==> config.mk <==
export PLATFORM = sky130hd
export DESIGN_NAME = amfq_ctrl
export DESIGN_NICKNAME = d
export VERILOG_FILES = /design/src/logic/amfq_fault_queue.v /design/src/logic/amfq_ctrl.v
export VERILOG_INCLUDE_DIRS = /design/src /design/src/logic
export SDC_FILE = /design/constraint.sdc
export NUM_CORES = 1
export LEC_CHECK = 0
export BUFFER_PORTS_ARGS = -buffer_cell sky130_fd_sc_hd__buf_2
export CORE_ASPECT_RATIO = 0.5
export CORE_MARGIN = 4
export CORE_UTILIZATION = 40
export CTS_CLUSTER_DIAMETER = 80
export DETAILED_ROUTE_END_ITERATION = 10
export HOLD_SLACK_MARGIN = 0.08
export PLACE_DENSITY_LB_ADDON = 0.08
export SLEW_MARGIN = 5
export SYNTH_ARGS = -nofsm -noshare
export SYNTH_HDL_FRONTEND = slang
export SYNTH_SLANG_ARGS = --single-unit
==> constraint.sdc <==
create_clock -name MCLK -period 12.73 [get_ports MCLK]
set_input_delay 2.546 -clock MCLK [delete_from_list [all_inputs] [get_ports MCLK]]
set_output_delay 2.546 -clock MCLK [all_outputs]
set_load 0.005 [all_outputs]
==> src/logic/amfq_regs.vh <==
// amfq_regs.vh: register offsets, field positions, reset values and
// timing constants for the alert, mask and fault queue controller.
// assumes inclusion by the controller only; the fault queue counter does not include it.
`ifndef AMFQ_REGS_VH
`define AMFQ_REGS_VH

// ==========================================================
// register offsets
`define AMFQ_CFG1_ADDR 8'h01
`define AMFQ_CFG4_ADDR 8'h04
`define AMFQ_FQ_ADDR 8'h06
`define AMFQ_MASK1_ADDR 8'h08
`define AMFQ_MASK2_ADDR 8'h09
`define AMFQ_MASK3_ADDR 8'h0A
`define AMFQ_LHL_ADDR 8'h0B
`define AMFQ_LLL_ADDR 8'h0C
`define AMFQ_RHL_ADDR 8'h0E
`define AMFQ_RLL_ADDR 8'h0F
`define AMFQ_RATE_ADDR 8'h22
`define AMFQ_ST1_ADDR 8'h4F
`define AMFQ_ST2_ADDR 8'h50
`define AMFQ_ST3_ADDR 8'h51

// ==========================================================
// field positions and masks
`define AMFQ_CFG1_COMP_BIT 3
`define AMFQ_CFG4_REF_BIT 7
`define AMFQ_MASK1_USED 8'hF8
`define AMFQ_MASK2_USED 8'h1C
`define AMFQ_MASK3_USED 8'hC0
`define AMFQ_TSTATE_BIT 8'h04
`define AMFQ_RATE_MAX 8'h0A
`define AMFQ_RATE_NOAVG 4'h8

// ==========================================================
// reset values
`define AMFQ_CFG_RST 8'h00
`define AMFQ_FQ_RST 4'h0
`define AMFQ_MASK_RST 8'h00
`define AMFQ_HLIM_RST 8'h8B
`define AMFQ_LLIM_RST 8'h54
`define AMFQ_RATE_RST 8'h04
`define AMFQ_RATE_ACT_RST 4'h4

// ==========================================================
// timing: slowest conversion period and clock rate
`define AMFQ_MCLK_HZ 100000000
`define AMFQ_SLOW_PERIOD_MS 16000

`endif

==> src/logic/amfq_fault_queue.v <==
// amfq_fault_queue.v: consecutive out-of-limit counter of one
// temperature channel.
// assumes one sample pulse per finished reading of this channel.
`timescale 1ns/1ps

module amfq_fault_queue (
   input wire clk,
   input wire rst_n,
   input wire ce,
   input wire sample,
   input wire out_of_limit,
   input wire clear,
   input wire [2:0] depth,
   output wire fill
);

reg [2:0] cnt_r;
reg [2:0] cnt_nxt;
reg [2:0] base;

// ==========================================================
// counting, saturating at four so it never wraps
always @*
begin
   base = clear ? 3'h0 : cnt_r;
   cnt_nxt = base;
   if (sample)
   begin
      if (!out_of_limit)
         cnt_nxt = 3'h0;
      else if (base != 3'h4)
         cnt_nxt = base + 3'h1;
   end
end

// fill fires on every reading that keeps the run at depth or beyond
assign fill = sample & out_of_limit & (cnt_nxt >= depth);

// ==========================================================
// state
always @(posedge clk)
begin
   if (!rst_n)
      cnt_r <= 3'h0;
   else if (ce)
      cnt_r <= cnt_nxt;
end

endmodule // amfq_fault_queue

==> src/logic/amfq_ctrl.v <==
// amfq_ctrl.v: alert line, mask registers, status registers, fault
// queues, fan-fault pin and conversion-rate pacing of the monitor.
// assumes register port and event sources are logic on MCLK, so no
// synchronisers; the serial bus decoder drives the register strobes.
`timescale 1ns/1ps
`include "amfq_regs.vh"

// Behaviour
// config 1 bit 3 low selects latched alert, high comparator
// latched: out-of-limit sets status; unmasked source drives alert low
// latched alert holds until status read or alert response
// comparator alert follows unmasked out-of-limit sources, self clears
// mask suppresses alert only; status still sets
// mask 1 at 0x08 gates local, remote limits and diode error
// mask 2 at 0x09 gates thermal percent, limit and pin state
// thermal pin state mask ignored in comparator mode
// mask 3 at 0x0A gates fan stall and fan alarm speed
// fan-fault pin asserts on fan stall in fan-fault function
// pin is fan-fault after reset, reference when config 4 bit 7 set
// fault queue only on temperature channels, only in latched mode
// one queue per channel; alert after depth consecutive out readings
// depth from bits 3:0 of 0x06 gives 1, 2, 3 or 4
// queue counts regardless of status bits
// queues clear on alert response, status 1 read or reset
// queue clear releases alert; refill reasserts it
// rate codes 0x00 to 0x0A double from 1/16 to 64 per second
// averaging off at 16, 32 and 64 per second
// new rate applies only after the current loop finishes
// host masks serviced source and unmasks once status clears
// high limit flags at or above, low limit strictly below
// status bits sticky; read clears only once condition gone
// status 3 bit 0 reads one while alert is driven low
// other sources, and comparator mode, alert on first event
module amfq_ctrl #(
   parameter [31:0] CONV_BASE_CYC =
      `AMFQ_SLOW_PERIOD_MS * (`AMFQ_MCLK_HZ / 1000)
) (
   input wire MCLK,
   input wire RST_N,
   input wire CE,
   input wire [7:0] REG_ADDR,
   input wire [7:0] REG_WDATA,
   input wire REG_WR,
   input wire REG_RD,
   output wire [7:0] REG_RDATA,
   input wire ARA_DONE,
   input wire MEAS_VALID,
   input wire MEAS_CH,
   input wire [7:0] MEAS_VALUE,
   input wire REMOTE_DIODE_ERROR_SOURCE,
   input wire THERMAL_PCT_SOURCE,
   input wire THERMAL_LIMIT_ASSERT_SOURCE,
   input wire THERMAL_PIN_STATE_SOURCE,
   input wire FAN_STALL_SOURCE,
   input wire FAN_ALARM_SPEED_SOURCE,
   input wire LOOP_DONE,
   output wire ALERT_N,
   output wire FAN_FAULT_N,
   output wire REF_SEL,
   output wire CONV_START,
   output wire [3:0] RATE_CODE,
   output wire AVG_EN
);

// ==========================================================
// helpers
function [2:0] fq_depth;
   input [3:0] code;
   begin
      if (code[3])
         fq_depth = 3'h4;
      else if (code[2])
         fq_depth = 3'h3;
      else if (code[1])
         fq_depth = 3'h2;
      else
         fq_depth = 3'h1;
   end
endfunction

// ==========================================================
// state
reg [7:0] cfg1_r;
reg [7:0] cfg4_r;
reg [3:0] fq_r;
reg [7:0] mask1_r;
reg [7:0] mask2_r;
reg [7:0] mask3_r;
reg [7:0] lhl_r;
reg [7:0] lll_r;
reg [7:0] rhl_r;
reg [7:0] rll_r;
reg [7:0] rate_req_r;
reg [3:0] rate_act_r;
reg avg_en_r;
reg [30:0] conv_cnt_r;
reg conv_start_r;
reg [3:0] tcur_r;
reg [7:0] st1_r;
reg [7:0] st2_r;
reg [7:0] st3_r;
reg [7:0] pend1_r;
reg [7:0] pend2_r;
reg [7:0] pend3_r;
reg alert_n_r;
reg fan_fault_n_r;
reg [7:0] rdata_r;

reg [7:0] st1_nxt;
reg [7:0] st2_nxt;
reg [7:0] st3_nxt;
reg [7:0] pend1_nxt;
reg [7:0] pend2_nxt;
reg [7:0] pend3_nxt;
reg [7:0] rd_mux;
reg alert_nxt;

wire comp_w = cfg1_r[`AMFQ_CFG1_COMP_BIT];
wire ref_w = cfg4_r[`AMFQ_CFG4_REF_BIT];
wire rd1_w = REG_RD & (REG_ADDR == `AMFQ_ST1_ADDR);
wire rd2_w = REG_RD & (REG_ADDR == `AMFQ_ST2_ADDR);
wire rd3_w = REG_RD & (REG_ADDR == `AMFQ_ST3_ADDR);
wire qclr_w = rd1_w | ARA_DONE;

// ==========================================================
// limit comparison of the reading in flight
wire [7:0] hlim_w = MEAS_CH ? rhl_r : lhl_r;
wire [7:0] llim_w = MEAS_CH ? rll_r : lll_r;
wire hi_w = MEAS_VALUE >= hlim_w;
wire lo_w = MEAS_VALUE < llim_w;
wire [3:0] upd_w = !MEAS_VALID ? 4'h0 : (MEAS_CH ? 4'h3 : 4'hC);
wire [3:0] ev_w = {hi_w, lo_w, hi_w, lo_w} & upd_w;
wire [3:0] tcur_nxt = (tcur_r & ~upd_w) | ev_w;

// ==========================================================
// one fault queue per temperature channel
wire fill_loc_w;
wire fill_rem_w;
wire [2:0] depth_w = fq_depth(fq_r);

amfq_fault_queue u_queue_local (
   .clk(MCLK),
   .rst_n(RST_N),
   .ce(CE),
   .sample(MEAS_VALID & ~MEAS_CH),
   .out_of_limit(hi_w | lo_w),
   .clear(qclr_w),
   .depth(depth_w),
   .fill(fill_loc_w)
);

amfq_fault_queue u_queue_remote (
   .clk(MCLK),
   .rst_n(RST_N),
   .ce(CE),
   .sample(MEAS_VALID & MEAS_CH),
   .out_of_limit(hi_w | lo_w),
   .clear(qclr_w),
   .depth(depth_w),
   .fill(fill_rem_w)
);

// which temperature source just filled its queue
wire [3:0] fill_w = {fill_loc_w & hi_w, fill_loc_w & lo_w,
   fill_rem_w & hi_w, fill_rem_w & lo_w};

// ==========================================================
// live conditions, laid out as the status bytes
wire [7:0] live1_w = {tcur_r, REMOTE_DIODE_ERROR_SOURCE, 3'h0};
wire [7:0] live2_w = {3'h0, THERMAL_PCT_SOURCE,
   THERMAL_LIMIT_ASSERT_SOURCE, THERMAL_PIN_STATE_SOURCE, 2'h0};
wire [7:0] live3_w = {FAN_STALL_SOURCE, FAN_ALARM_SPEED_SOURCE, 6'h0};
wire [7:0] set1_w = {ev_w, REMOTE_DIODE_ERROR_SOURCE, 3'h0};

// ==========================================================
// sticky status; a set in the clearing cycle wins
always @*
begin
   st1_nxt = (st1_r & (qclr_w ? live1_w : 8'hFF)) | set1_w;
   st2_nxt = (st2_r & ((rd2_w | ARA_DONE) ? live2_w : 8'hFF))
      | live2_w;
   st3_nxt = (st3_r & ((rd3_w | ARA_DONE) ? live3_w : 8'hFF))
      | live3_w;
end

// ==========================================================
// latched alert sources; temperature ones only via the queue
always @*
begin
   pend1_nxt = (qclr_w ? 8'h00 : pend1_r)
      | ({fill_w, REMOTE_DIODE_ERROR_SOURCE, 3'h0} & ~mask1_r);
   pend2_nxt = ((rd2_w | ARA_DONE) ? 8'h00 : pend2_r)
      | (live2_w & ~mask2_r);
   pend3_nxt = ((rd3_w | ARA_DONE) ? 8'h00 : pend3_r)
      | (live3_w & ~mask3_r);
   if (comp_w)
   begin
      // queue plays no part here, so nothing may stay latched
      pend1_nxt = 8'h00;
      pend2_nxt = 8'h00;
      pend3_nxt = 8'h00;
   end
end

// ==========================================================
// alert level; masking later also releases a held source
always @*
begin
   if (comp_w)
      alert_nxt = |(live1_w & ~mask1_r)
         | |(live2_w & ~(mask2_r & ~`AMFQ_TSTATE_BIT))
         | |(live3_w & ~mask3_r);
   else
      alert_nxt = |(pend1_r & ~mask1_r)
         | |(pend2_r & ~mask2_r)
         | |(pend3_r & ~mask3_r);
end

// ==========================================================
// read data; reserved bits read as zero
always @*
begin
   case (REG_ADDR)
      `AMFQ_CFG1_ADDR: rd_mux = cfg1_r;
      `AMFQ_CFG4_ADDR: rd_mux = cfg4_r;
      `AMFQ_FQ_ADDR: rd_mux = {4'h0, fq_r};
      `AMFQ_MASK1_ADDR: rd_mux = mask1_r;
      `AMFQ_MASK2_ADDR: rd_mux = mask2_r;
      `AMFQ_MASK3_ADDR: rd_mux = mask3_r;
      `AMFQ_LHL_ADDR: rd_mux = lhl_r;
      `AMFQ_LLL_ADDR: rd_mux = lll_r;
      `AMFQ_RHL_ADDR: rd_mux = rhl_r;
      `AMFQ_RLL_ADDR: rd_mux = rll_r;
      `AMFQ_RATE_ADDR: rd_mux = rate_req_r;
      `AMFQ_ST1_ADDR: rd_mux = st1_r;
      `AMFQ_ST2_ADDR: rd_mux = st2_r;
      `AMFQ_ST3_ADDR: rd_mux = {st3_r[7:1], ~alert_n_r};
      default: rd_mux = 8'h00;
   endcase
end

// ==========================================================
// register writes; reserved mask bits are never stored
always @(posedge MCLK)
begin
   if (!RST_N)
   begin
      cfg1_r <= `AMFQ_CFG_RST;
      cfg4_r <= `AMFQ_CFG_RST;
      fq_r <= `AMFQ_FQ_RST;
      mask1_r <= `AMFQ_MASK_RST;
      mask2_r <= `AMFQ_MASK_RST;
      mask3_r <= `AMFQ_MASK_RST;
      lhl_r <= `AMFQ_HLIM_RST;
      lll_r <= `AMFQ_LLIM_RST;
      rhl_r <= `AMFQ_HLIM_RST;
      rll_r <= `AMFQ_LLIM_RST;
      rate_req_r <= `AMFQ_RATE_RST;
      rdata_r <= 8'h00;
   end
   else if (CE)
   begin
      if (REG_RD)
         rdata_r <= rd_mux;
      if (REG_WR)
      begin
         case (REG_ADDR)
            `AMFQ_CFG1_ADDR: cfg1_r <= REG_WDATA;
            `AMFQ_CFG4_ADDR: cfg4_r <= REG_WDATA;
            `AMFQ_FQ_ADDR: fq_r <= REG_WDATA[3:0];
            `AMFQ_MASK1_ADDR: mask1_r <= REG_WDATA & `AMFQ_MASK1_USED;
            `AMFQ_MASK2_ADDR: mask2_r <= REG_WDATA & `AMFQ_MASK2_USED;
            `AMFQ_MASK3_ADDR: mask3_r <= REG_WDATA & `AMFQ_MASK3_USED;
            `AMFQ_LHL_ADDR: lhl_r <= REG_WDATA;
            `AMFQ_LLL_ADDR: lll_r <= REG_WDATA;
            `AMFQ_RHL_ADDR: rhl_r <= REG_WDATA;
            `AMFQ_RLL_ADDR: rll_r <= REG_WDATA;
            `AMFQ_RATE_ADDR: rate_req_r <= REG_WDATA;
            default: ;
         endcase
      end
   end
end

// ==========================================================
// status, pending and alert flip-flops
always @(posedge MCLK)
begin
   if (!RST_N)
   begin
      tcur_r <= 4'h0;
      st1_r <= 8'h00;
      st2_r <= 8'h00;
      st3_r <= 8'h00;
      pend1_r <= 8'h00;
      pend2_r <= 8'h00;
      pend3_r <= 8'h00;
      alert_n_r <= 1'b1;
      fan_fault_n_r <= 1'b1;
   end
   else if (CE)
   begin
      tcur_r <= tcur_nxt;
      st1_r <= st1_nxt;
      st2_r <= st2_nxt;
      st3_r <= st3_nxt;
      pend1_r <= pend1_nxt;
      pend2_r <= pend2_nxt;
      pend3_r <= pend3_nxt;
      alert_n_r <= ~alert_nxt;
      // stall shown only while the pin has its fan-fault function
      fan_fault_n_r <= ~(FAN_STALL_SOURCE & ~ref_w);
   end
end

// ==========================================================
// conversion pacing; a rate change waits for the loop boundary
// so one round-robin pass never mixes two rates
wire rate_ok_w = rate_req_r <= `AMFQ_RATE_MAX;
wire [30:0] base_w = CONV_BASE_CYC[30:0];
wire [30:0] period_w = base_w >> rate_act_r;
wire conv_due_w = conv_cnt_r >= (period_w - 31'h1);

always @(posedge MCLK)
begin
   if (!RST_N)
   begin
      rate_act_r <= `AMFQ_RATE_ACT_RST;
      avg_en_r <= 1'b1;
      conv_cnt_r <= 31'h0;
      conv_start_r <= 1'b0;
   end
   else if (CE)
   begin
      // reserved codes are kept for readback but never applied
      if (LOOP_DONE && rate_ok_w)
         rate_act_r <= rate_req_r[3:0];
      avg_en_r <= rate_act_r < `AMFQ_RATE_NOAVG;
      conv_start_r <= conv_due_w;
      if (conv_due_w)
         conv_cnt_r <= 31'h0;
      else
         conv_cnt_r <= conv_cnt_r + 31'h1;
   end
end

// ==========================================================
// outputs, all from flip-flops
assign REG_RDATA = rdata_r;
assign ALERT_N = alert_n_r;
assign FAN_FAULT_N = fan_fault_n_r;
assign REF_SEL = cfg4_r[`AMFQ_CFG4_REF_BIT];
assign CONV_START = conv_start_r;
assign RATE_CODE = rate_act_r;
assign AVG_EN = avg_en_r;

endmodule // amfq_ctrl

* Word level (Yosys, flattened, before mapping)
Index checks and enable logic that the tools add are counted.
Storage, ports and cells: bits in registers 175, input bits 39, output and inout port bits 17, word-level logic and storage cells 154
Operators by class: add/sub/neg operators 4, order comparisons 7, equality and inequality tests 16, shifts and indexed selects 1, mux-type cells 27, bitwise gates (word level) 52, reduce and logical (&&, ||, !) cells 20
Operators by type and width (number):
- 8-bit one-hot mux with 14 select lines | 1
- 8-bit 2-to-1 mux | 11
- 8-bit bitwise AND | 9
- 8-bit by 4-bit equality test with 1-bit output (second input constant) | 7
- 8-bit OR reduction | 6
- 8-bit bitwise OR | 5
- 3-bit AND reduction | 11
- 31-bit by 1-bit adder with 31-bit output (second input constant) | 1
- 31-bit greater-or-equal comparator | 1
- 31-bit 2-to-1 mux | 1
- 31-bit by 4-bit right shift with 31-bit output (first input constant) | 1
- 31-bit by 1-bit subtractor with 31-bit output (second input constant) | 1
- 3-bit 2-to-1 mux | 10
- 8-bit by 7-bit equality test with 1-bit output (second input constant) | 3
- 5-bit by 8-bit bitwise AND with 8-bit output | 2
- 8-bit by 3-bit equality test with 1-bit output (second input constant) | 2
- 5-bit inverter with 8-bit output | 2
- 8-bit inverter | 2
- 1-bit bitwise AND | 14
- 4-bit bitwise AND | 2
- 8-bit by 1-bit equality test with 1-bit output (second input constant) | 1
- 8-bit by 6-bit equality test with 1-bit output (second input constant) | 1
- 8-bit greater-or-equal comparator | 1
- 8-bit by 4-bit less-or-equal comparator with 1-bit output (second input constant) | 1
- 15 further kinds | 31

* Logic depth before layout (Yosys ltp)
Gate-level depths: netlist of run 1.
depth after elaboration 14, depth in mapped cells 18, gate-level depth less buffers 15

* Modules after synthesis
A second synthesis of run 1 with hierarchy kept.
Second synthesis, totals: cell total of the unflattened synthesis 1124, area, all modules 9178.8 um2
Modules (own cells, without submodules):
- amfq_ctrl | times used 1, cells each 1052, area an instance 8585.7 um2, sequential area each 3083.0 um2
- amfq_fault_queue (u_queue_remote) | times used 1, cells each 38, area an instance 316.6 um2, sequential area each 60.1 um2
- amfq_fault_queue (u_queue_local) | times used 1, cells each 34, area an instance 276.5 um2, sequential area each 60.1 um2

* Worst setup path before layout of run 1
No wires, ideal clock.
path type input -> register, start input MEAS_CH, end register pend1_r[7], setup time 0.115 ns, arrival time 5.749 ns, required time 12.615 ns, slack 6.866 ns, stages 17, path buffers 2, cells stage by stage buf_2 buf_1 mux2i_1 ha_1 a211oi_1 o21ai_0 a21oi_1 nand2_2 a31o_2 a32oi_1 ha_1 nand2b_1 a21oi_1 nor2b_1 o211ai_1 o31ai_1 and2_1
On the way: longest elaborated chain between the ends 11, elaborated cells between the ends (all ways) 16, classes of those cells order compare: 3; mux: 5; bitwise: 8
Ends and longest elaborated chain:
- start: declaration | RTL line amfq_ctrl.v:48 | input wire MEAS_CH,
- 8-bit 2-to-1 mux, on equally long branches | RTL line amfq_ctrl.v:127, amfq_ctrl.v:128
- 8-bit greater-or-equal comparator or 8-bit < comparator (tied branches) | RTL line amfq_ctrl.v:129, amfq_ctrl.v:130
- 1-bit bitwise OR | RTL line amfq_ctrl.v:146 | .out_of_limit(hi_w | lo_w),
- 3-bit 2-to-1 mux | RTL line amfq_fault_queue.v:29 | if (!out_of_limit)
- 3-bit 2-to-1 mux | RTL line amfq_fault_queue.v:27 | if (sample)
- 3-bit greater-or-equal comparator | RTL line amfq_fault_queue.v:37 | assign fill = sample & out_of_limit & (cnt_nxt >= depth);
- 1-bit bitwise AND | RTL line amfq_fault_queue.v:37
- 1-bit bitwise AND (*) | RTL line amfq_ctrl.v:164 | wire [3:0] fill_w = {fill_loc_w & hi_w, fill_loc_w & lo_w,
- 8-bit bitwise AND (*) | RTL line amfq_ctrl.v:191 | | ({fill_w, REMOTE_DIODE_ERROR_SOURCE, 3'h0} & ~mask1_r);
- 8-bit bitwise OR (*) | RTL line amfq_ctrl.v:191
- 8-bit 2-to-1 mux (*) | RTL line amfq_ctrl.v:196 | if (comp_w)
- end signal: assignment | RTL line amfq_ctrl.v:307 | pend1_r <= pend1_nxt;
- end: declaration | RTL line amfq_ctrl.v:102 | reg [7:0] pend1_r;
Every way passes the cells marked *; elsewhere a longest branch is shown, timed or not. A chain may end at the register's enable or synchronous reset.

* Worst setup path in the final report of run 1
Same ends and word-level chain as after synthesis.

==> results of run 1 <==
## sequential cells by signal (all words and copies together), names as in the netlist, 4 cells and up
name        cells
lhl_r           8
st1_r           8
REG_RDATA       8
RATE_CODE       4
cfg4_r          8
pend1_r         5
conv_cnt_r     31
rll_r           8
mask1_r         5
tcur_r          4
st2_r           8
rate_req_r      8
rhl_r           8
st3_r           7
cfg1_r          8
fq_r            4
lll_r           8
## cells in the final DEF (no fill, tap or decap), types with 6 or more instances in the layout
master and n:
a211oi_1 6, nor2_1 50, xor2_1 21, buf_4 9, a21boi_0 17, xnor2_1 11, nand2b_1 11, dfxtp_1 160
nand4_1 23, nor4_1 36, nand2_1 142, buf_2 54, o21a_1 6, ha_1 58, nor3_1 10, o211ai_1 8
mux2i_1 81, a21oi_1 53, inv_1 29, and2_1 10, and3_1 26, a22o_1 7, o21ai_0 38, nand3_1 46
a31oi_1 6, a22oi_1 18, o22ai_1 6, nor2b_1 65, mux2_2 8, clkbuf_16 17
## final cells by class
type / instances / area [µm²] / share of cell area, %
flip-flops and latches: 160 / 3200 / 30.5
clock inverters: 14 / 155 / 1.48
repair buffers: 63 / 338 / 3.22
multi-input cells: 863 / 5860 / 55.9
inverters: 29 / 109 / 1.04
well taps: 307 / 384 / 3.66
clock buffers: 18 / 439 / 4.19
## path summary, 6_finish.rpt
check,start,to,slack (ns),cells past startpoint
setup / recovery,MEAS_CH,pend1_r[7],6.85,16
hold / removal,REG_RDATA[7],REG_RDATA[7],0.46,2
setup reg to reg,RATE_CODE[2],conv_cnt_r[12],8.42,13
hold reg to reg,REG_RDATA[7],REG_RDATA[7],0.46,2
## power breakdown
group          internal [W]  switching [W]
clock              0.000297       0.000231
sequential         0.000506     0.00000427
combinational     0.0000276      0.0000545
total              0.000830       0.000290
## cell families after synthesis
logic type	share of synthesized area (%)
and+or+nand+nor	25.7
AOI/OAI and AO/OA	15.8
DFF	33.8
buffers and inverters	4.41
muxes	9.63
adders and majority gates	7.66
xor gates and xnor gates	2.96
## synthesized netlist by cell type (all sizes together) (19+ instances only)
cell,count,area (µm²)
clkbuf,54,203
ha,58,726
buf,21,106
nand3,47,240
a21oi,54,270
nor2,51,191
a21boi,19,143
dfxtp,160,3200
nor2b,65,407
inv,29,109
and3,26,163
o21ai,44,220
mux2i,81,811
nand4,24,156
nand2,143,539
xor2,21,184
nor4,39,272
## routing by layer
metal / wire length [µm] / GRT usage (%) / vias to the layer above
met1: 14600 / 32.0 / 4067
met4: 715 / 7.30 / 0
met2: 12800 / 35.4 / 205
li1: - / - / 4098
met3: 1460 / 5.06 / 42
met5: 0 / 0 / -
## through the flow
step           hold WS (ns)  cells  utilization (%)  cell area (µm²)  worst slack [ns]
3_5_place_dp          0.453   1422             43.0             9900              6.48
5_1_grt               0.494   1454             45.5            10500              6.66
2_1_floorplan         0.440   1127                -             9470              6.87
6_report              0.461   1454             45.5            10500              6.85
3_3_place_gp          0.451   1422             43.0             9900              6.58
4_1_cts               0.462   1454             45.5            10500              6.93
## critical path, stage by stage
cell and delay, ns:
buf_2 0.42, mux2_2 0.40, ha_1 0.27, nor2b_1 0.09
o21ai_0 0.10, a21oi_1 0.54, nand2_2 0.29, a31o_2 0.28
a32oi_1 0.18, ha_1 0.25, nand2b_1 0.13, a21oi_1 0.15
nor2b_1 0.06, o211ai_1 0.22, o31ai_1 0.09, and2_1 0.17
==> impl_metrics.yaml, run 1 <==
min_path:
  hp-class: "reg2reg"
cts:
  clock_path_buffers: 2
  postCtsSetupBuffers: 0
  root_buffer: "clkbuf_16"
  cts_resized: 0
  cts_sinks: 160
  insertion_delay_ns: 0.45
  clk_pin_slew_ns: 0.07
  cts_made_buffers: 17
  postCtsHoldBufs: 0
  cts_tree: "done"
  htreeDepth: 4
placement:
  dp_hpwl_um: 21400
  gp_congestion: 0.891
  io_buffers: 55
logic_synthesis:
  yosysWarnings: 0
  yosysUniqueCellTypes: 76
  ys_seq_area_share_pct: 33.8
  ys_async_sr_fraction_pct: 0
  synth_fp_nets: 1224
  ys_ff_latch: 160
  synth_ff_type: "dfxtp_1"
  synth_edf_count: 0
  syn-cell-area_mm2: 0.00947
  syn-instance-count: 1127
  synth_area_per_cell_um2: 8.41
global_route:
  grt_pass1_wl_um: 46800
  grt_pass1_vias: 8075
  grt_overflow: 0
  grt_max_degree: 88
  track_usage_pct: 22.9
  antenna_found_initial: 0
layout:
  drive_above_1_share_pct: 11.1
  syn_to_final_growth_pct: 10.7
  antenna_cells: 0
  fillCellCount: 2341
  final_nets: 1231
flow_run:
  drv_cap: 0
timing:
  fmax_ghz: 0.170
  slew_violations: 0
  finalCriticalPeriod_ns: 5.88
  fin_crit_sh_pct: 46.2
  worst_pin_slew_ns: 1.09
  rsz0062_at_grt: "false"
  slew_headroom_pct: 26.8
  clock_skew_ns: 0.00910
  setup_violations: 0
  tns_ns: 0
  timing.final.hold_violations: 0
detailed_routing:
  drtAntennaViolNets: 0
  initialDrtViolationCount: 757
  drtPass1Iterations: 5
  wl_um: 29500
  vias_per_cell: 5.79
  wire_per_inst_um: 20.3
  drc: 0
  num_vias: 8412
floorplanning:
  start_util_pct: 41.1
  fp.dieW_um: 226
  die_y_um: 117
  placementRows: 39
  num_io_pins: 56
  dieArea_mm2: 0.0264
  core_mm2: 0.0230
pwr:
  p_leak_nw: 4.21
  total_power_w: 0.00112
  vdd_drop_max_v: 0.0000773
  power_density_mw_per_mm2: 107
worst_setup_path:
  critPathCaptureType: "flop"
  required_ns: 13.08
  path_max_fanout: 19
  startpoint_type: "input pin"
  critical_path_class: "in2reg"
  cp.arrival_ns: 6.23
outcome:
  outcome: "complete, no violations"
No activity file was read; power rests on OpenSTA's default activity.
==> run 2: changes to the inputs <==
==> constraint.sdc (replaced) <==
create_clock -name MCLK -period 4.7 [get_ports MCLK]
set_input_delay 0.94 -clock MCLK [delete_from_list [all_inputs] [get_ports MCLK]]
set_output_delay 0.94 -clock MCLK [all_outputs]
set_load 0.005 [all_outputs]
==> impl_metrics.yaml, run 2 (same netlist as run 1, synthesis figures left out) <==
timing:
  clock_skew_ns: 0.0104
  finalCriticalPeriod_ns: 4.22
  fmax_ghz: 0.237
  slew_violations: 0
  rsz0062_at_grt: "false"
  timing.final.hold_violations: 0
  fin_crit_sh_pct: 89.7
  tns_ns: 0
  setup_violations: 0
  worst_slack_ns: 0.482
  slew_headroom_pct: 32.0
  worst_pin_slew_ns: 1.01
pwr:
  power_density_mw_per_mm2: 282
  p_comb_share_pct: 7.7
  p_int_w: 0.00220
  clock_power_share_pct: 45.7
  p_sw_share_pct: 25.8
  seq_power_share_pct: 46.6
  p_switching_w: 0.000765
  vdd_drop_max_v: 0.000237
  p_leak_nw: 4.24
layout:
  fillCellCount: 2317
  drive_above_1_share_pct: 11.5
  final_nets: 1241
  layout_commonest_cell: "dfxtp_1"
  antenna_cells: 0
  mostFrequentLayoutCells: "dfxtp_1 (160), nand2_1 (142), mux2i_1 (81)"
  final_area_mm2: 0.0105
  syn_to_final_growth_pct: 11.0
  largest_reg_flops: 31
  regMostFlops: "conv_cnt_r"
  fin_util_pct: 45.7
outcome:
  outcome: "complete, no violations"
cts:
  cts_tree: "done"
  root_buffer: "clkbuf_16"
  postCtsHoldBufs: 0
  clk_pin_slew_ns: 0.06
  insertion_delay_ns: 0.45
  cts_resized: 0
  clock_path_buffers: 2
  cts_sinks: 160
  htreeDepth: 4
  postCtsSetupBuffers: 0
  cts_made_buffers: 17
placement:
  place_area_mm2: 0.00997
  gp_congestion: 0.895
  dp_hpwl_um: 21900
  place_ws_ns: 0.0772
  io_buffers: 55
global_route:
  use_met1_pct: 32.6
  grt_max_degree: 69
  grt_pass1_wl_um: 47400
  antenna_found_initial: 1
  track_usage_pct: 23.4
  use_met2_pct: 36.4
  grt_overflow: 0
  grt_pass1_vias: 8133
  met3_usage_pct: 5.88
  busiest_layer: "met2"
worst_setup_path:
  slowest_stage: "a21oi_1"
  required_ns: 5.03
  startpoint_type: "input pin"
  rr_worst_depth: 13
  slowest_delay_ns: 0.52
  crit_chain: "buf_2, mux2_2, ha_1, nor2b_1, o21ai_0, a21oi_1, nand2_2, a31o_2, a32oi_1, ha_1, nand2b_1, a21oi_1, nor2b_1, o211ai_1, o31ai_1, and2_1"
  path_max_fanout: 19
  critPathCaptureType: "flop"
  critical_path_class: "in2reg"
  crit_start: "MEAS_CH"
  r2r-start: "RATE_CODE[1]"
  cp.arrival_ns: 4.55
floorplanning:
  fp.dieW_um: 226
  start_util_pct: 41.1
  core_mm2: 0.0230
  dieArea_mm2: 0.0264
  num_io_pins: 56
  die_y_um: 117
  placementRows: 39
detailed_routing:
  vias_per_cell: 5.79
  initialDrtViolationCount: 861
  drc: 0
  num_vias: 8462
  drtPass1Iterations: 7
  drtAntennaViolNets: 0
  wire_per_inst_um: 20.7
  wl_um: 30300
min_path:
  hp-start: "st3_r[6]"
  hp-class: "reg2reg"
  hold_depth: 2
flow_run:
  drv_cap: 0
==> run 2: cell types whose count changed in the layout (fill, tap and decap cells not counted) <==
cell	change
clkbuf_8	+1
inv_6	-3
bufinv_16	-1
clkinv_4	-2
clkinv_2	+1
clkbuf_1	+2
buf_4	+10
==> run 2: final cells by class <==
class                      instances  area [µm²]  share of cell area, %
tap                              307         384                   3.65
inverter                          29         109                   1.03
clock buffer                      21         460                   4.38
timing repair buffer              73         413                   3.93
clock inverter                     9        86.3                  0.821
sequential                       160        3200                   30.5
multi-input combinational        863        5860                   55.7
==> run 2: worst max-delay path: cells and delay by family <==
kind            cells  cell delay [ns]
fa+ha+maj           2             0.53
compound gates      7             1.51
mux                 1             0.41
simple gates        5             0.75
buf+inv             1             0.43
==> run 2: path summary, 6_finish.rpt <==
path                            slack, ns        endpoint
worst max-delay path                 0.48      pend1_r[6]
worst max register to register       0.84  conv_cnt_r[21]
worst min register to register       0.46        st3_r[6]
worst min-delay path                 0.46        st3_r[6]
==> run 2: per-layer routing <==
layer | routed length [µm] | vias up
met2 | 13400 | 251
met3 | 1900 | 29
met1 | 14500 | 4061
met4 | 515 | 2
met5 | 8 | -
li1 | - | 4119
==> run 2: metrics by stage <==
step / cells / power (W) / hold WS, ns
2_1_floorplan: 1127 / 0.00155 / 0.440
3_3_place_gp: 1432 / 0.00163 / 0.454
3_5_place_dp: 1432 / 0.00164 / 0.457
4_1_cts: 1462 / 0.00298 / 0.466
5_1_grt: 1462 / 0.00306 / 0.484
6_report: 1462 / 0.00296 / 0.464
==> run 2: power groups by stage <==
stage / combinational (W) / clock [W] / sequential (W)
finish: 0.000229 / 0.00135 / 0.00138
floorplan: 0.000147 / 0 / 0.00141
detailed placement: 0.000227 / 0 / 0.00141
CTS: 0.000227 / 0.00137 / 0.00138
global route: 0.000250 / 0.00143 / 0.00138
global placement: 0.000223 / 0 / 0.00141
==> run 3: changes to the inputs <==
--- a/config.mk
+++ b/config.mk
@@ -14,6 +14,7 @@
 export DETAILED_ROUTE_END_ITERATION = 10
 export HOLD_SLACK_MARGIN = 0.08
 export PLACE_DENSITY_LB_ADDON = 0.08
+export REMOVE_ABC_BUFFERS = 1
 export SLEW_MARGIN = 5
 export SYNTH_ARGS = -nofsm -noshare
 export SYNTH_HDL_FRONTEND = slang
==> impl_metrics.yaml, run 3 (same netlist as run 1, synthesis figures left out) <==
outcome:
  outcome: "complete, no violations"
worst_setup_path:
  slowest_delay_ns: 0.42
  crit_start: "MEAS_CH"
  critical_path_class: "in2reg"
  critPathCaptureType: "flop"
  reg2reg_to: "conv_cnt_r[22]"
  slowest_stage: "buf_2"
  required_ns: 5.05
  r2r-start: "RATE_CODE[1]"
  rr_worst_depth: 14
  startpoint_type: "input pin"
  worstPathBufferInverterCount: 1
  path_max_fanout: 19
  cp.arrival_ns: 4.36
  critPathTopFamily: "compound AO/OA/AOI/OAI gates"
  r2r_slack_ns: 0.90
  crit_chain: "buf_2, mux2i_1, ha_1, a211oi_1, o21ai_0, a21oi_1, nand2_2, a31o_2, a32oi_1, ha_1, nand2b_1, a21oi_1, nor2b_1, o211ai_1, o31ai_1, and2_1"
floorplanning:
  core_mm2: 0.0230
  placementRows: 39
  fp.dieW_um: 226
  die_y_um: 117
  start_util_pct: 41.1
  dieArea_mm2: 0.0264
  num_io_pins: 56
timing:
  fin_crit_sh_pct: 85.4
  fmax_ghz: 0.249
  rsz0062_at_grt: "false"
  worst_pin_slew_ns: 1.13
  slew_violations: 0
  finalCriticalPeriod_ns: 4.01
  tns_ns: 0
  timing.final.hold_violations: 0
  whs_ns: 0.446
  setup_violations: 0
  clock_skew_ns: 0.00919
  slew_headroom_pct: 24.0
min_path:
  hold_path_end: "REG_RDATA[0]"
  hp-class: "reg2reg"
  hp-start: "REG_RDATA[0]"
  hold_depth: 2
global_route:
  grt_max_degree: 78
  track_usage_pct: 23.1
  grt_overflow: 0
  antenna_found_initial: 0
  grt_pass1_wl_um: 47300
  grt_pass1_vias: 8108
cts:
  clk_pin_slew_ns: 0.07
  cts_resized: 0
  insertion_delay_ns: 0.45
  cts_tree: "done"
  htreeDepth: 4
  cts_sinks: 160
  root_buffer: "clkbuf_16"
  clock_path_buffers: 2
  postCtsSetupBuffers: 0
  postCtsHoldBufs: 0
  cts_made_buffers: 17
layout:
  finalNonFillerCells: 1464
  final_area_mm2: 0.0106
  largest_reg_flops: 31
  mostFrequentLayoutCells: "dfxtp_1 (160), nand2_1 (142), mux2i_1 (81)"
  fillCellCount: 2284
  layout_commonest_cell: "dfxtp_1"
  syn_to_final_growth_pct: 12.0
  final_nets: 1241
  drive_above_1_share_pct: 11.8
  regMostFlops: "conv_cnt_r"
  antenna_cells: 0
pwr:
  vdd_drop_max_v: 0.000252
  power_density_mw_per_mm2: 294
  p_leak_nw: 4.28
placement:
  gp_congestion: 0.895
  dpl.cell_count: 1432
  dp_hpwl_um: 21800
  io_buffers: 55
  place_area_mm2: 0.00998
detailed_routing:
  drtPass1Iterations: 6
  wl_um: 29900
  vias_per_cell: 5.82
  num_vias: 8518
  drc: 0
  wire_per_inst_um: 20.4
  drtAntennaViolNets: 0
  initialDrtViolationCount: 716
flow_run:
  drv_cap: 0
-- run 3: changes by cell type in the layout (fill, tap and decap cells not counted) --
cell and change:
buf_12 +1, inv_6 +1, clkinv_4 +1, buf_4 -1, clkbuf_1 -2, clkinv_2 -2
inv_8 +2, bufinv_16 +2
-- run 3: worst max-delay path by stage --
stage	end	slack (ns)	depth (start not counted)
finish	pend1_r[7]	0.69	16
CTS	pend1_r[7]	0.75	16
detailed placement	pend1_r[7]	0.27	16
global placement	pend1_r[7]	0.34	16
floorplan	conv_cnt_r[10]	0.70	13
global route	pend1_r[6]	0.32	16
-- run 3: layout make-up --
class	count	area, µm²	area share (%)
multi-input combinational	863	5860	55.2
sequential	160	3200	30.2
clock buffer	19	453	4.27
timing repair buffer	73	425	4.01
tap	307	384	3.62
clock inverter	13	176	1.66
inverter	29	109	1.03
-- run 3: where the power goes --
group	switching, W	leakage, nW	internal (W)
combinational	0.000151	2.68	0.0000780
sequential	0.0000109	1.29	0.00137
clock	0.000631	0.304	0.000876
-- run 3: stage by stage --
stage	setup slack [ns]	utilization (%)	power, W
finish	0.688	46.1	0.00312
global route	0.323	46.1	0.00322
CTS	0.752	46.1	0.00315
detailed placement	0.270	43.3	0.00164
global placement	0.343	43.3	0.00164
floorplan	0.695	-	0.00151
-- run 3: layer usage --
layer,GRT usage [%],part of all wire [%],vias to the layer above
met5,0,0,-
met4,7.38,2.1,0
met3,4.93,5.9,43
met2,35.9,44,242
met1,32.5,48,4112
li1,-,-,4121
-- run 3: tightest hold or removal path, stage by stage (launching register included) --
cell	delay (ns)
dfxtp_1	0.31
nand2_1	0.05
o21ai_1	0.05
